`src/hw/ish_pkg.sv`:
```
// package: register map, field positions, hard-map table for debug status
package ish_pkg;
	localparam int ADDR_W = 4;
	localparam int DATA_W = 16;
	localparam logic [3:0] OFF_STATUS = 4'h0;
	localparam logic [3:0] OFF_CTRL = 4'h1;
	localparam logic [3:0] OFF_IRQ_STAT = 4'h2;
	localparam logic [3:0] OFF_IRQ_CLR = 4'h3;
	localparam logic [3:0] OFF_IRQ_EN = 4'h4;
	localparam int BIT_EMU_EN = 3;
	localparam int BIT_BUS_FLAG = 2;
	localparam int BIT_PROG_FLAG = 1;
	localparam int BIT_PIN_FLAG = 0;
	localparam int CTRL_IRQ_EN = 4;
	localparam int CTRL_HM_DIS = 3;
	localparam int CTRL_SINGLE = 2;
	localparam logic [15:0] STATUS_RESET = 16'h0000;
	localparam logic [15:0] CTRL_RESET = 16'h0000;
	localparam logic [15:0] HM_HIGH = 16'hFFFC;
	localparam logic [15:0] HM_WORD6 = 16'h0020;
	localparam logic [15:0] HM_VEC_LO = 16'h0010;
	localparam logic [31:0] HM_A0 = 32'h0000_0000;
	localparam logic [31:0] HM_A2 = 32'h0000_0002;
	localparam logic [31:0] HM_A4 = 32'h0000_0004;
	localparam logic [31:0] HM_A6 = 32'h0000_0006;
	localparam logic [31:0] HM_A28 = 32'h0000_0028;
	localparam logic [31:0] HM_A2A = 32'h0000_002A;
	localparam logic [15:0] MON_REGION = 16'hFFFC;
	localparam logic [31:0] BRK_MASK_RESET = 32'hFFFF_FFFF;
endpackage

```
`src/hw/ish_evt_if.sv`:
```
// interface: event strobes and flag state between top and flag module
interface ish_evt_if;
	logic bus_hit;
	logic prog_hit;
	logic pin_fall;
	logic [2:0] clr;
	logic [2:0] flags;
	modport top (output bus_hit, prog_hit, pin_fall, clr, input flags);
	modport flg (input bus_hit, prog_hit, pin_fall, clr, output flags);
endinterface

```
`src/hw/ish_flags.sv`:
```
// module: three sticky event flags with write-one-to-clear
module ish_flags (
	input wire logic sys_clk_i,
	input wire logic srst_i,
	ish_evt_if.flg ev
);
	import ish_pkg::*;
	logic [2:0] flag;
	logic [2:0] set_v;
	assign set_v = {ev.bus_hit, ev.prog_hit, ev.pin_fall};
	assign ev.flags = flag;
	always_ff @(posedge sys_clk_i) begin
		if (srst_i) begin
			flag <= 3'h0;
		end else begin
			flag <= (flag & ~ev.clr) | set_v;
		end
	end
	chk_set_wins: assert property (@(posedge sys_clk_i) disable iff (srst_i)
		ev.bus_hit |=> flag[2])
		else $error("bus flag lost");
	chk_clear_one: assert property (@(posedge sys_clk_i) disable iff (srst_i)
		(ev.clr[1] && !ev.prog_hit) |=> !flag[1])
		else $error("program flag not cleared");
	chk_flag_hold: assert property (@(posedge sys_clk_i) disable iff (srst_i)
		(flag[0] && !ev.clr[0]) |=> flag[0])
		else $error("pin flag dropped");
endmodule

```
`src/hw/ish_pinsync.sv`:
```
// module: two-stage synchroniser with falling-edge detect
module ish_pinsync (
	input wire logic sys_clk_i,
	input wire logic srst_i,
	input wire logic pin_i,
	output logic level_o,
	output logic fall_o
);
	logic s1;
	logic s2;
	logic s3;
	always_ff @(posedge sys_clk_i) begin
		if (srst_i) begin
			s1 <= 1'b1;
			s2 <= 1'b1;
			s3 <= 1'b1;
		end else begin
			s1 <= pin_i;
			s2 <= s1;
			s3 <= s2;
		end
	end
	assign level_o = s2;
	assign fall_o = s3 & ~s2;
	chk_fall_edge: assert property (@(posedge sys_clk_i) disable iff (srst_i)
		fall_o |-> ($past(s2) && !s2))
		else $error("false falling edge");
endmodule

```
`src/hw/ish_top.sv`:
```
// module: emulation status, hard-map read overlay, monitor select, breaks
module ish_top (
	input wire logic sys_clk_i,
	input wire logic srst_i,
	input wire logic [ish_pkg::ADDR_W-1:0] reg_addr_i,
	input wire logic [ish_pkg::DATA_W-1:0] reg_wdata_i,
	input wire logic reg_wr_i,
	input wire logic reg_rd_i,
	output logic [ish_pkg::DATA_W-1:0] reg_rdata_o,
	input wire logic [31:0] cpu_addr_i,
	input wire logic cpu_rd_i,
	input wire logic cpu_wr_i,
	input wire logic [15:0] ext_rdata_i,
	input wire logic vec_fetch_i,
	input wire logic emulator_interrupt_pin_n_i,
	input wire logic breakpoint_pin_i,
	output logic breakpoint_pin_o,
	output logic breakpoint_pin_oe_n_o,
	output logic [15:0] cpu_rdata_o,
	output logic hard_map_hit_o,
	output logic monitor_chip_select_n_o,
	output logic level7_irq_o,
	output logic irq_o
);
	import ish_pkg::*;
	ish_evt_if ev ();
	logic emulation_mode_enable;
	logic [15:0] ctrl;
	logic [31:0] brk_addr;
	logic [31:0] brk_mask;
	logic [2:0] irq_stat;
	logic [2:0] irq_en;
	logic bp_s1;
	logic bp_s2;
	logic pin_level;
	logic pin_fall;
	wire [2:0] flags = ev.flags;
	wire wr_status = reg_wr_i && reg_addr_i == OFF_STATUS;
	wire wr_ctrl = reg_wr_i && reg_addr_i == OFF_CTRL;
	wire wr_addr_lo = reg_wr_i && reg_addr_i == 4'h5;
	wire wr_addr_hi = reg_wr_i && reg_addr_i == 4'h6;
	wire wr_mask_lo = reg_wr_i && reg_addr_i == 4'h7;
	wire wr_mask_hi = reg_wr_i && reg_addr_i == 4'h8;
	wire wr_iclr = reg_wr_i && reg_addr_i == OFF_IRQ_CLR;
	wire wr_ien = reg_wr_i && reg_addr_i == OFF_IRQ_EN;
	wire hm_dis = ctrl[CTRL_HM_DIS];
	wire single_break_select = ctrl[CTRL_SINGLE];
	wire bus_break_irq_enable = ctrl[CTRL_IRQ_EN];
	wire cpu_acc = cpu_rd_i || cpu_wr_i;
	wire hi_match = ((cpu_addr_i ^ brk_addr) & ~brk_mask) == 32'h0;
	// in multi mode the synchronised input pin completes the low half
	wire bus_hit = cpu_acc && emulation_mode_enable && hi_match
		&& (single_break_select || !bp_s2);
	// hard-map only in emulation, reads only
	wire hm_on = emulation_mode_enable && !hm_dis && cpu_rd_i;
	wire hm_hi = cpu_addr_i == HM_A0 || cpu_addr_i == HM_A2
		|| cpu_addr_i == HM_A4 || cpu_addr_i == HM_A28;
	wire hm_6 = cpu_addr_i == HM_A6;
	wire hm_lo = cpu_addr_i == HM_A2A;
	wire hm_sel = hm_on && (hm_hi || hm_6 || hm_lo);
	wire [15:0] hm_val = hm_hi ? HM_HIGH : (hm_6 ? HM_WORD6 : HM_VEC_LO);
	wire [15:0] next_cpu_rdata = hm_sel ? hm_val : ext_rdata_i;
	wire mon_hit = cpu_acc && cpu_addr_i[31:16] == MON_REGION;
	wire [2:0] next_irq_stat = (irq_stat & ~(wr_iclr ? reg_wdata_i[2:0] : 3'h0))
		| {bus_hit, vec_fetch_i, pin_fall};
	wire [15:0] status_view = {12'h000, emulation_mode_enable, flags};
	wire [15:0] next_rdata =
		reg_addr_i == OFF_STATUS ? status_view :
		reg_addr_i == OFF_CTRL ? ctrl :
		reg_addr_i == OFF_IRQ_STAT ? {13'h0000, irq_stat} :
		reg_addr_i == OFF_IRQ_EN ? {13'h0000, irq_en} :
		reg_addr_i == 4'h5 ? brk_addr[15:0] :
		reg_addr_i == 4'h6 ? brk_addr[31:16] :
		reg_addr_i == 4'h7 ? brk_mask[15:0] :
		reg_addr_i == 4'h8 ? brk_mask[31:16] : 16'h0000;

	assign ev.bus_hit = bus_hit;
	// line vector fetch is program break
	assign ev.prog_hit = vec_fetch_i;
	assign ev.pin_fall = pin_fall;
	assign ev.clr = wr_status ? reg_wdata_i[2:0] : 3'h0;

	ish_flags u_flags (
		.sys_clk_i(sys_clk_i),
		.srst_i(srst_i),
		.ev(ev)
	);
	ish_pinsync u_pin (
		.sys_clk_i(sys_clk_i),
		.srst_i(srst_i),
		.pin_i(emulator_interrupt_pin_n_i),
		.level_o(pin_level),
		.fall_o(pin_fall)
	);

	always_ff @(posedge sys_clk_i) begin
		if (srst_i) begin
			bp_s1 <= 1'b1;
			bp_s2 <= 1'b1;
		end else begin
			bp_s1 <= breakpoint_pin_i;
			bp_s2 <= bp_s1;
		end
	end

	always_ff @(posedge sys_clk_i) begin
		if (srst_i) begin
			emulation_mode_enable <= STATUS_RESET[BIT_EMU_EN];
		end else if (wr_status) begin
			emulation_mode_enable <= reg_wdata_i[BIT_EMU_EN];
		end
	end

	always_ff @(posedge sys_clk_i) begin
		if (srst_i) begin
			ctrl <= CTRL_RESET;
			brk_addr <= 32'h0000_0000;
			brk_mask <= BRK_MASK_RESET;
			irq_en <= 3'h0;
		end else begin
			if (wr_ctrl) ctrl <= {11'h000, reg_wdata_i[4:2], 2'h0};
			if (wr_addr_lo) brk_addr[15:0] <= reg_wdata_i;
			if (wr_addr_hi) brk_addr[31:16] <= reg_wdata_i;
			if (wr_mask_lo) brk_mask[15:0] <= reg_wdata_i;
			if (wr_mask_hi) brk_mask[31:16] <= reg_wdata_i;
			if (wr_ien) irq_en <= reg_wdata_i[2:0];
		end
	end

	always_ff @(posedge sys_clk_i) begin
		if (srst_i) begin
			irq_stat <= 3'h0;
		end else begin
			irq_stat <= next_irq_stat;
		end
	end

	always_ff @(posedge sys_clk_i) begin
		if (srst_i) begin
			reg_rdata_o <= 16'h0000;
			cpu_rdata_o <= 16'h0000;
			hard_map_hit_o <= 1'b0;
			monitor_chip_select_n_o <= 1'b1;
			level7_irq_o <= 1'b0;
			irq_o <= 1'b0;
			breakpoint_pin_o <= 1'b1;
			breakpoint_pin_oe_n_o <= 1'b1;
		end else begin
			reg_rdata_o <= reg_rd_i ? next_rdata : 16'h0000;
			cpu_rdata_o <= next_cpu_rdata;
			hard_map_hit_o <= hm_sel;
			monitor_chip_select_n_o <= !mon_hit;
			// level 7 follows enable and flag
			level7_irq_o <= bus_break_irq_enable && flags[BIT_BUS_FLAG];
			irq_o <= |(next_irq_stat & irq_en);
			// drive low on internal hit in single mode
			breakpoint_pin_o <= !(single_break_select && bus_hit);
			breakpoint_pin_oe_n_o <= !single_break_select;
		end
	end

	chk_hm_word: assert property (@(posedge sys_clk_i) disable iff (srst_i)
		(hm_on && hm_6) |=> (cpu_rdata_o == 16'h0020 && hard_map_hit_o))
		else $error("hard-map word 6 wrong");
	chk_hm_vec: assert property (@(posedge sys_clk_i) disable iff (srst_i)
		(hm_on && cpu_addr_i == 32'h2A) |=> cpu_rdata_o == 16'h0010)
		else $error("vector word wrong");
	chk_hm_write: assert property (@(posedge sys_clk_i) disable iff (srst_i)
		(!cpu_rd_i || hm_dis || !emulation_mode_enable) |=> !hard_map_hit_o)
		else $error("hard-map outside emulation read");
	chk_mon_cs: assert property (@(posedge sys_clk_i) disable iff (srst_i)
		(cpu_acc && cpu_addr_i[31:16] == 16'hFFFC) |=> !monitor_chip_select_n_o)
		else $error("monitor select missing");
	chk_l7_gate: assert property (@(posedge sys_clk_i) disable iff (srst_i)
		!bus_break_irq_enable |=> !level7_irq_o)
		else $error("level 7 without enable");
	chk_mode_bit: assert property (@(posedge sys_clk_i) disable iff (srst_i)
		wr_status |=> emulation_mode_enable == $past(reg_wdata_i[3]))
		else $error("mode bit not stored");
	chk_pin_dir: assert property (@(posedge sys_clk_i) disable iff (srst_i)
		!single_break_select |=> breakpoint_pin_oe_n_o)
		else $error("pin driven in multi mode");
	// bus hit reaches status one cycle on
	chk_bus_flag: assert property (@(posedge sys_clk_i) disable iff (srst_i)
		bus_hit |=> flags[2])
		else $error("bus flag not set");
	chk_rst_zero: assert property (@(posedge sys_clk_i)
		srst_i |=> (flags == 3'h0 && !emulation_mode_enable))
		else $error("reset not clean");
	chk_pin_low: assert property (@(posedge sys_clk_i)
		disable iff (srst_i) pin_fall |-> !pin_level)
		else $error("edge seen with pin high");
endmodule

```
`config.mk`:
```
export PLATFORM = sky130hd
export DESIGN_NAME = ish_top
export DESIGN_NICKNAME = d
export VERILOG_FILES = /design/src/hw/ish_pkg.sv /design/src/hw/ish_evt_if.sv /design/src/hw/ish_flags.sv /design/src/hw/ish_pinsync.sv /design/src/hw/ish_top.sv
export SDC_FILE = /design/constraint.sdc
export NUM_CORES = 1
export LEC_CHECK = 0
export BUFFER_PORTS_ARGS = -buffer_cell sky130_fd_sc_hd__clkbuf_2
export CAP_MARGIN = 15
export CORE_ASPECT_RATIO = 0.7
export CORE_UTILIZATION = 50
export CTS_CLUSTER_SIZE = 16
export DETAILED_ROUTE_END_ITERATION = 10
export GPL_ROUTABILITY_DRIVEN = 0
export GPL_TIMING_DRIVEN = 0
export PLACE_DENSITY = 0.75
export RECOVER_POWER = 100
export SLEW_MARGIN = 25
export SYNTH_ARGS = -nofsm -noshare
export SYNTH_HDL_FRONTEND = slang
export SYNTH_SLANG_ARGS = --single-unit
```
`constraint.sdc`:
```
create_clock -name sys_clk_i -period 3.04 [get_ports sys_clk_i]
set_input_delay 0.608 -clock sys_clk_i [delete_from_list [all_inputs] [get_ports sys_clk_i]]
set_output_delay 0.608 -clock sys_clk_i [all_outputs]
set_load 0.01 [all_outputs]
```
==> results.py, run 1 <==
metrics = {
    "cts": {
        "postCtsSetupBuffers": 0,
        "cts_buffers": 17,
        "post_cts_resized": 0,
        "clock_path_buffers": 2,
        "cts.hold.buffers_added": 0,
        "clock_tree.root_cell": "clkbuf_16",
        "cts_tree": "yes",
        "h-tree-depth": 4,
        "clock_latency_ns": 0.42,
        "cts_sinks": 120,
        "path_clk_slew_ns": 0.06,
    },
    "status": {
        "status": "finished clean",
    },
    "final_layout": {
        "layout-area-overhead-vs-synth_pct": 25.3,
        "drive_above_1_share": 0.150,
        "stdcell_count": 899,
        "nFillCells": 844,
        "fin_nets": 835,
        "diodes": 0,
    },
    "route": {
        "drtAntennaViolNets": 0,
        "drtIter0Drc": 763,
        "firstDrtPassIters": 8,
        "route.detailed.drc": 0,
        "wl_per_cell_um": 19.3,
        "via_per_inst": 6.03,
        "vias": 5424,
        "wl_mm": 17.3,
    },
    "synthesis": {
        "ys.flop_type": "dfxtp_1",
        "avgSynthCellArea_sq_um": 8.13,
        "synth-edff-count": 0,
        "synth-xor-area-share": 0.0565,
        "synth_adder_area_share": 0.00196,
        "async_reset_ff_frac": 0,
        "yosysWarnings": 0,
        "synth_area_sq_um": 5110,
        "synth_cell_types": 51,
        "yosys-mux-area-fraction": 0.0157,
        "synth-compound-area-share": 0.160,
        "netlist_instances": 629,
        "yosys.area_share.simple": 0.256,
        "ys_ff_latch": 120,
        "ys_seq_area_frac": 0.470,
        "syn_nets": 706,
        "synth_top_family_by_area": "simple AND/OR/NAND/NOR gates",
    },
    "setup_path": {
        "critPathLaunch": "reg_addr_i[2]",
        "crit_type": "in2reg",
        "critPathRequiredTime_ns": 3.39,
        "r2r_cells": 7,
        "cp-end-kind": "flip-flop",
        "crit_end": "brk_mask[26]$_SDFFE_PP1P_",
        "path_max_fanout": 10,
        "reg2reg_from": "ctrl[3]$_SDFFE_PP0P_",
        "rrSetupSlack_ns": 1.03,
        "worstPathArrival_ns": 2.90,
        "cp-start-kind": "input pin",
        "reg2reg_to": "cpu_rdata_o[4]$_SDFF_PP0_",
    },
    "power_and_ir_drop": {
        "total_power_mw": 4.26,
        "ir_drop_mv": 0.469,
        "p_leak_nw": 2.52,
        "p_per_area_nw_per_um2": 666,
    },
    "placement": {
        "portBuffers": 110,
        "dp_hpwl_mm": 12.4,
        "dp_slack_ns": 0.361,
        "dp.cells": 867,
    },
    "global_routing": {
        "grt_pass1_wl_mm": 26.5,
        "overflow": 0,
        "grt_start_max_net_pins": 17,
        "track_usage": 0.338,
        "antenna_found_initial": 0,
        "grt_pass1_vias": 5097,
    },
    "floorplanning": {
        "die_y_um": 86.6,
        "dieArea_sq_um": 10600,
        "ios": 115,
        "coreArea_sq_um": 9800,
        "initial_core_util": 0.522,
        "die_w_um": 123,
        "rows": 30,
    },
    "sta": {
        "worst_slack_ns": 0.493,
        "tightest_slew_ns": 0.940,
        "holdWs_ns": 0.371,
        "timing.final.crit_period_ns": 2.55,
        "fmax_mhz": 393,
        "max_slew_margin": 0.367,
        "setup_tns_ns": 0,
        "fin_crit_sh": 0.838,
        "setup_viol": 0,
        "finalHoldViolCount": 0,
        "rsz0062_at_grt": "no",
        "finClkSkew_ns": 0.00568,
        "maxSlewViolCount": 0,
    },
    "worst_hold_path": {
        "hold_depth": 2,
        "hold_class": "in2reg",
    },
    "run": {
        "cap_violations": 0,
    },
}
==> cell families after synthesis <==
group	Yosys count
mux	8
simple gates	285
fa+ha+maj	1
xor+xnor	33
flops	120
compound gates	133
buf+inv	49
==> cells in the mapped netlist, types with 10 or more instances <==
library cell / count / area (sq um)
nand2_1: 167 / 627
dfxtp_1: 120 / 2400
a21oi_1: 71 / 355
nand3_1: 36 / 180
xnor2_1: 33 / 289
clkbuf_1: 27 / 101
nor2_1: 20 / 75.1
o22ai_1: 14 / 87.6
a222oi_1: 12 / 120
buf_2: 12 / 60.1
nor4_1: 11 / 68.8
o21ai_0: 10 / 50.1
==> layer usage <==
metal	wire length [um]	GRT usage	part of all wire
met2	7390	0.485	0.43
met3	2660	0.123	0.15
met1	6890	0.460	0.40
met5	0	0	0
met4	378	0.126	0.022
==> registers in the layout, summed over array words and instances, names as in the netlist, 3 cells and up <==
register          flops
cpu_rdata_o          16
brk_mask             32
u_flags.ev.flags      3
irq_stat              3
brk_addr             32
ctrl                  3
irq_en                3
reg_rdata_o          16
==> power breakdown <==
group | internal, mW | switching, mW
logic | 0.117 | 0.204
clock network | 1.54 | 0.769
registers | 1.61 | 0.0233
total | 3.27 | 0.996
==> how the worst min path moves through the flow <==
stage	startpoint	to	slack [ns]
2_1_floorplan	bp_s1$_SDFF_PP1_	bp_s2$_SDFF_PP1_	0.39
6_report	breakpoint_pin_i	bp_s1$_SDFF_PP1_	0.37
3_3_place_gp	bp_s1$_SDFF_PP1_	bp_s2$_SDFF_PP1_	0.39
5_1_grt	emulator_interrupt_pin_n_i	u_pin.s1$_SDFF_PP1_	0.37
4_1_cts	breakpoint_pin_i	bp_s1$_SDFF_PP1_	0.37
3_5_place_dp	bp_s1$_SDFF_PP1_	bp_s2$_SDFF_PP1_	0.40
==> layout make-up <==
class	instances	area [sq um]	share of cell area
Sequential cell	120	2400	0.375
Multi-Input combinational cell	460	2480	0.387
Tap cell	128	160	0.0250
Clock inverter	15	250	0.0391
Buffer	42	166	0.0260
Clock buffer	17	425	0.0664
Inverter	7	26.3	0.00410
Timing Repair Buffer	110	499	0.0779
==> layout by cell type, fill, tap and decap left out, types with 7 or more instances in the layout <==
cell	instances
nand4_1	8
nor2_1	21
inv_1	7
nor3_1	8
clkbuf_1	78
nor4_1	11
clkbuf_16	17
nand2_1	167
a21oi_1	72
clkbuf_2	69
xnor2_1	33
o22ai_1	14
o21ai_0	11
mux2i_1	8
a222oi_1	12
dfxtp_1	120
nand3_1	36
==> critical path, stage by stage <==
cell,delay [ns]
clkbuf_1,0.20
nor4b_2,0.71
and2_0,0.22
clkbuf_1,0.35
clkbuf_1,0.53
nand2_1,0.15
nand3_1,0.11
==> through the flow <==
| step | utilization | area (sq um) |
|---|---|---|
| floorplan | - | 5110 |
| global placement | 0.594 | 5820 |
| detailed placement | 0.594 | 5820 |
| CTS | 0.663 | 6500 |
| global route | 0.654 | 6410 |
| finish | 0.654 | 6410 |
Note: power is estimated with default switching activity, not from simulation.
==> run 2, diff against run 1 <==
--- a/config.mk
+++ b/config.mk
@@ -5,6 +5,7 @@
 export SDC_FILE = /design/constraint.sdc
 export NUM_CORES = 1
 export LEC_CHECK = 0
+export ABC_AREA = 1
 export BUFFER_PORTS_ARGS = -buffer_cell sky130_fd_sc_hd__clkbuf_2
 export CAP_MARGIN = 15
 export CORE_ASPECT_RATIO = 0.7
@@ -13,7 +14,7 @@
 export DETAILED_ROUTE_END_ITERATION = 10
 export GPL_ROUTABILITY_DRIVEN = 0
 export GPL_TIMING_DRIVEN = 0
-export PLACE_DENSITY = 0.75
+export PLACE_DENSITY = 0.74
 export RECOVER_POWER = 100
 export SLEW_MARGIN = 25
 export SYNTH_ARGS = -nofsm -noshare
==> constraint.sdc (replaced) <==
create_clock -name sys_clk_i -period 2.35 [get_ports sys_clk_i]
set_input_delay 0.47 -clock sys_clk_i [delete_from_list [all_inputs] [get_ports sys_clk_i]]
set_output_delay 0.47 -clock sys_clk_i [all_outputs]
set_load 0.01 [all_outputs]
==> run 2 against run 1 <==
  * Total power is 16% higher
  * Register-to-register slack got worse by 0.28 ns
  * Largest power group unchanged
  * Worst setup slack got worse by 0.068 ns
  * Clock power is 3% higher
  * Sequential power increased by 29%
  * Via count rose by 12%
==> results.py, run 2 <==
metrics = {
    "status": {
        "status": "finished clean",
    },
    "final_layout": {
        "layout_commonest_cell": "nand2_1",
        "diodes": 0,
        "final_core_util": 0.637,
        "drive_above_1_share": 0.143,
        "stdcell_count": 1067,
        "fin_nets": 984,
        "fin_area_sq_um": 6700,
        "layout-area-overhead-vs-synth_pct": 21.6,
        "nFillCells": 978,
        "mostFrequentLayoutCells": "nand2_1 (168), inv_1 (128), dfxtp_1 (120)",
        "reg.largest.list": "brk_addr x32, brk_mask x32",
    },
    "route": {
        "wl_per_cell_um": 17.8,
        "wl_mm": 19.0,
        "firstDrtPassIters": 6,
        "drtIter0Drc": 701,
        "drtAntennaViolNets": 0,
        "route.detailed.drc": 0,
        "via_per_inst": 5.70,
        "vias": 6087,
    },
    "worst_hold_path": {
        "hold_class": "in2reg",
        "hold_depth": 2,
    },
    "synthesis": {
        "synth_common_cells": "nand2_1 (166), inv_1 (126), dfxtp_1 (120)",
        "syn_nets": 851,
        "synth_area_sq_um": 5510,
        "yosys.area.top_type": "dfxtp_1",
        "avgSynthCellArea_sq_um": 7.11,
        "ys.flop_type": "dfxtp_1",
        "synthTopCellsByArea": "dfxtp_1 (44%), nand2_1 (11%), inv_1 (8.6%)",
        "synth-edff-count": 0,
        "netlist.area_leader.share": 0.436,
        "yosysWarnings": 0,
        "synth_most_common_cell": "nand2_1",
        "synth_cell_types": 34,
        "ys_seq_area_frac": 0.436,
        "netlist_instances": 774,
        "async_reset_ff_frac": 0,
        "ys_ff_latch": 120,
    },
    "power_and_ir_drop": {
        "combPwrFrac": 0.088,
        "ir_drop_mv": 0.574,
        "p_leak_nw": 3.18,
        "p_int_mw": 3.69,
        "p_per_area_nw_per_um2": 736,
        "total_power_mw": 4.93,
        "clkPwrFrac": 0.482,
        "seqPwrFrac": 0.429,
        "swShare": 0.251,
        "p_switching_mw": 1.23,
    },
    "setup_path": {
        "critPathSlowestCell": "clkbuf_1",
        "cp-end-kind": "flip-flop",
        "path_cells": "clkbuf_1 -> inv_1 -> nor2_1 -> nand3_1 -> clkbuf_1 -> o22ai_1 -> a221oi_1 -> nor2_1",
        "critPathMaxStageDelay_ns": 0.59,
        "cp-start-kind": "input pin",
        "path_max_fanout": 10,
        "worstPathArrival_ns": 2.21,
        "r2r_cells": 4,
        "crit_type": "in2reg",
        "critPathRequiredTime_ns": 2.63,
    },
    "floorplanning": {
        "dieArea_sq_um": 11400,
        "die_y_um": 89.8,
        "rows": 31,
        "initial_core_util": 0.524,
        "ios": 115,
        "die_w_um": 127,
        "coreArea_sq_um": 10500,
    },
    "sta": {
        "holdWs_ns": 0.239,
        "finalHoldViolCount": 0,
        "timing.final.crit_period_ns": 1.93,
        "max_slew_margin": 0.509,
        "setup_tns_ns": 0,
        "worst_slack_ns": 0.425,
        "tightest_slew_ns": 0.736,
        "rsz0062_at_grt": "no",
        "maxSlewViolCount": 0,
        "setup_viol": 0,
        "finClkSkew_ns": 0.00774,
        "fin_crit_sh": 0.819,
        "fmax_mhz": 519,
    },
    "cts": {
        "h-tree-depth": 4,
        "clock_latency_ns": 0.42,
        "cts_sinks": 120,
        "cts_buffers": 17,
        "postCtsSetupBuffers": 0,
        "path_clk_slew_ns": 0.05,
        "clock_path_buffers": 2,
        "post_cts_resized": 0,
        "cts.hold.buffers_added": 0,
        "clock_tree.root_cell": "clkbuf_16",
        "cts_tree": "yes",
    },
    "global_routing": {
        "track_usage": 0.337,
        "antenna_found_initial": 0,
        "grt_pass1_wl_mm": 29.3,
        "grt_pass1_vias": 5632,
        "grt_start_max_net_pins": 17,
        "overflow": 0,
    },
    "placement": {
        "portBuffers": 114,
        "dp_hpwl_mm": 14.1,
        "dp.cells": 1036,
        "placed_cell_area_sq_um": 6260,
        "dp_slack_ns": 0.232,
    },
    "run": {
        "cap_violations": 0,
    },
}
## run 2: cell types whose count changed in the layout (fill, tap and decap cells not counted), sizes merged, moves of 13 or more
cell    previous run  this run
inv                8       128
nor2              21        65
o21ai             12        50
xnor2             33         0
o211ai             2        32
a21oi             72        53
nand3             36        54
nand4              8        22
clkbuf           164       151
## run 2: kinds of logic (layout without fill, tap and decap cells)
kind of cell | Yosys count | in the layout | synth area share
buf+inv | 159 | 304 | 0.118
compound gates | 168 | 168 | 0.181
flops | 120 | 120 | 0.436
simple gates | 327 | 327 | 0.265
## run 2: worst paths after layout
check                           slack [ns]                           to                  startpoint
worst max-delay path                  0.42   reg_rdata_o[14]$_SDFF_PP0_               reg_addr_i[2]
worst max register to register        0.75  breakpoint_pin_o$_SDFF_PP1_   brk_addr[13]$_SDFFE_PP0P_
worst min-delay path                  0.24          u_pin.s1$_SDFF_PP1_  emulator_interrupt_pin_n_i
worst min register to register        0.41     u_pin.level_o$_SDFF_PP1_         u_pin.s1$_SDFF_PP1_
## run 2: per-layer routing
| metal | GRT usage | vias to the layer above | part of all wire |
|---|---|---|---|
| li1 | - | 2813 | - |
| met4 | 0.104 | 0 | 0.021 |
| met5 | 0 | - | 0 |
| met1 | 0.482 | 2785 | 0.42 |
| met3 | 0.0887 | 50 | 0.14 |
| met2 | 0.492 | 439 | 0.42 |
## run 2: power by group through the flow
stage / Combinational, mW / Sequential, mW / Clock [mW]
2_1_floorplan: 0.213 / 2.16 / 0
3_3_place_gp: 0.413 / 2.15 / 0
3_5_place_dp: 0.425 / 2.16 / 0
4_1_cts: 0.428 / 2.11 / 2.38
5_1_grt: 0.474 / 2.12 / 2.46
6_report: 0.436 / 2.11 / 2.38
## run 2: cell type report
class / count / area (sq um) / area share
plain buffers: 31 / 156 / 0.0234
clock buffers: 21 / 450 / 0.0673
clock inverters: 10 / 80.1 / 0.0120
inverters: 128 / 480 / 0.0717
multi-input cells: 495 / 2420 / 0.362
flip-flops and latches: 120 / 2400 / 0.359
well taps: 148 / 185 / 0.0277
repair buffers: 114 / 519 / 0.0775
## run 2: critical path, delay by kind of cell
kind | cells | cell delay, ns
AO/OA/AOI/OAI | 2 | 0.49
AND/OR/NAND/NOR | 3 | 0.49
buffers and inverters | 3 | 0.75
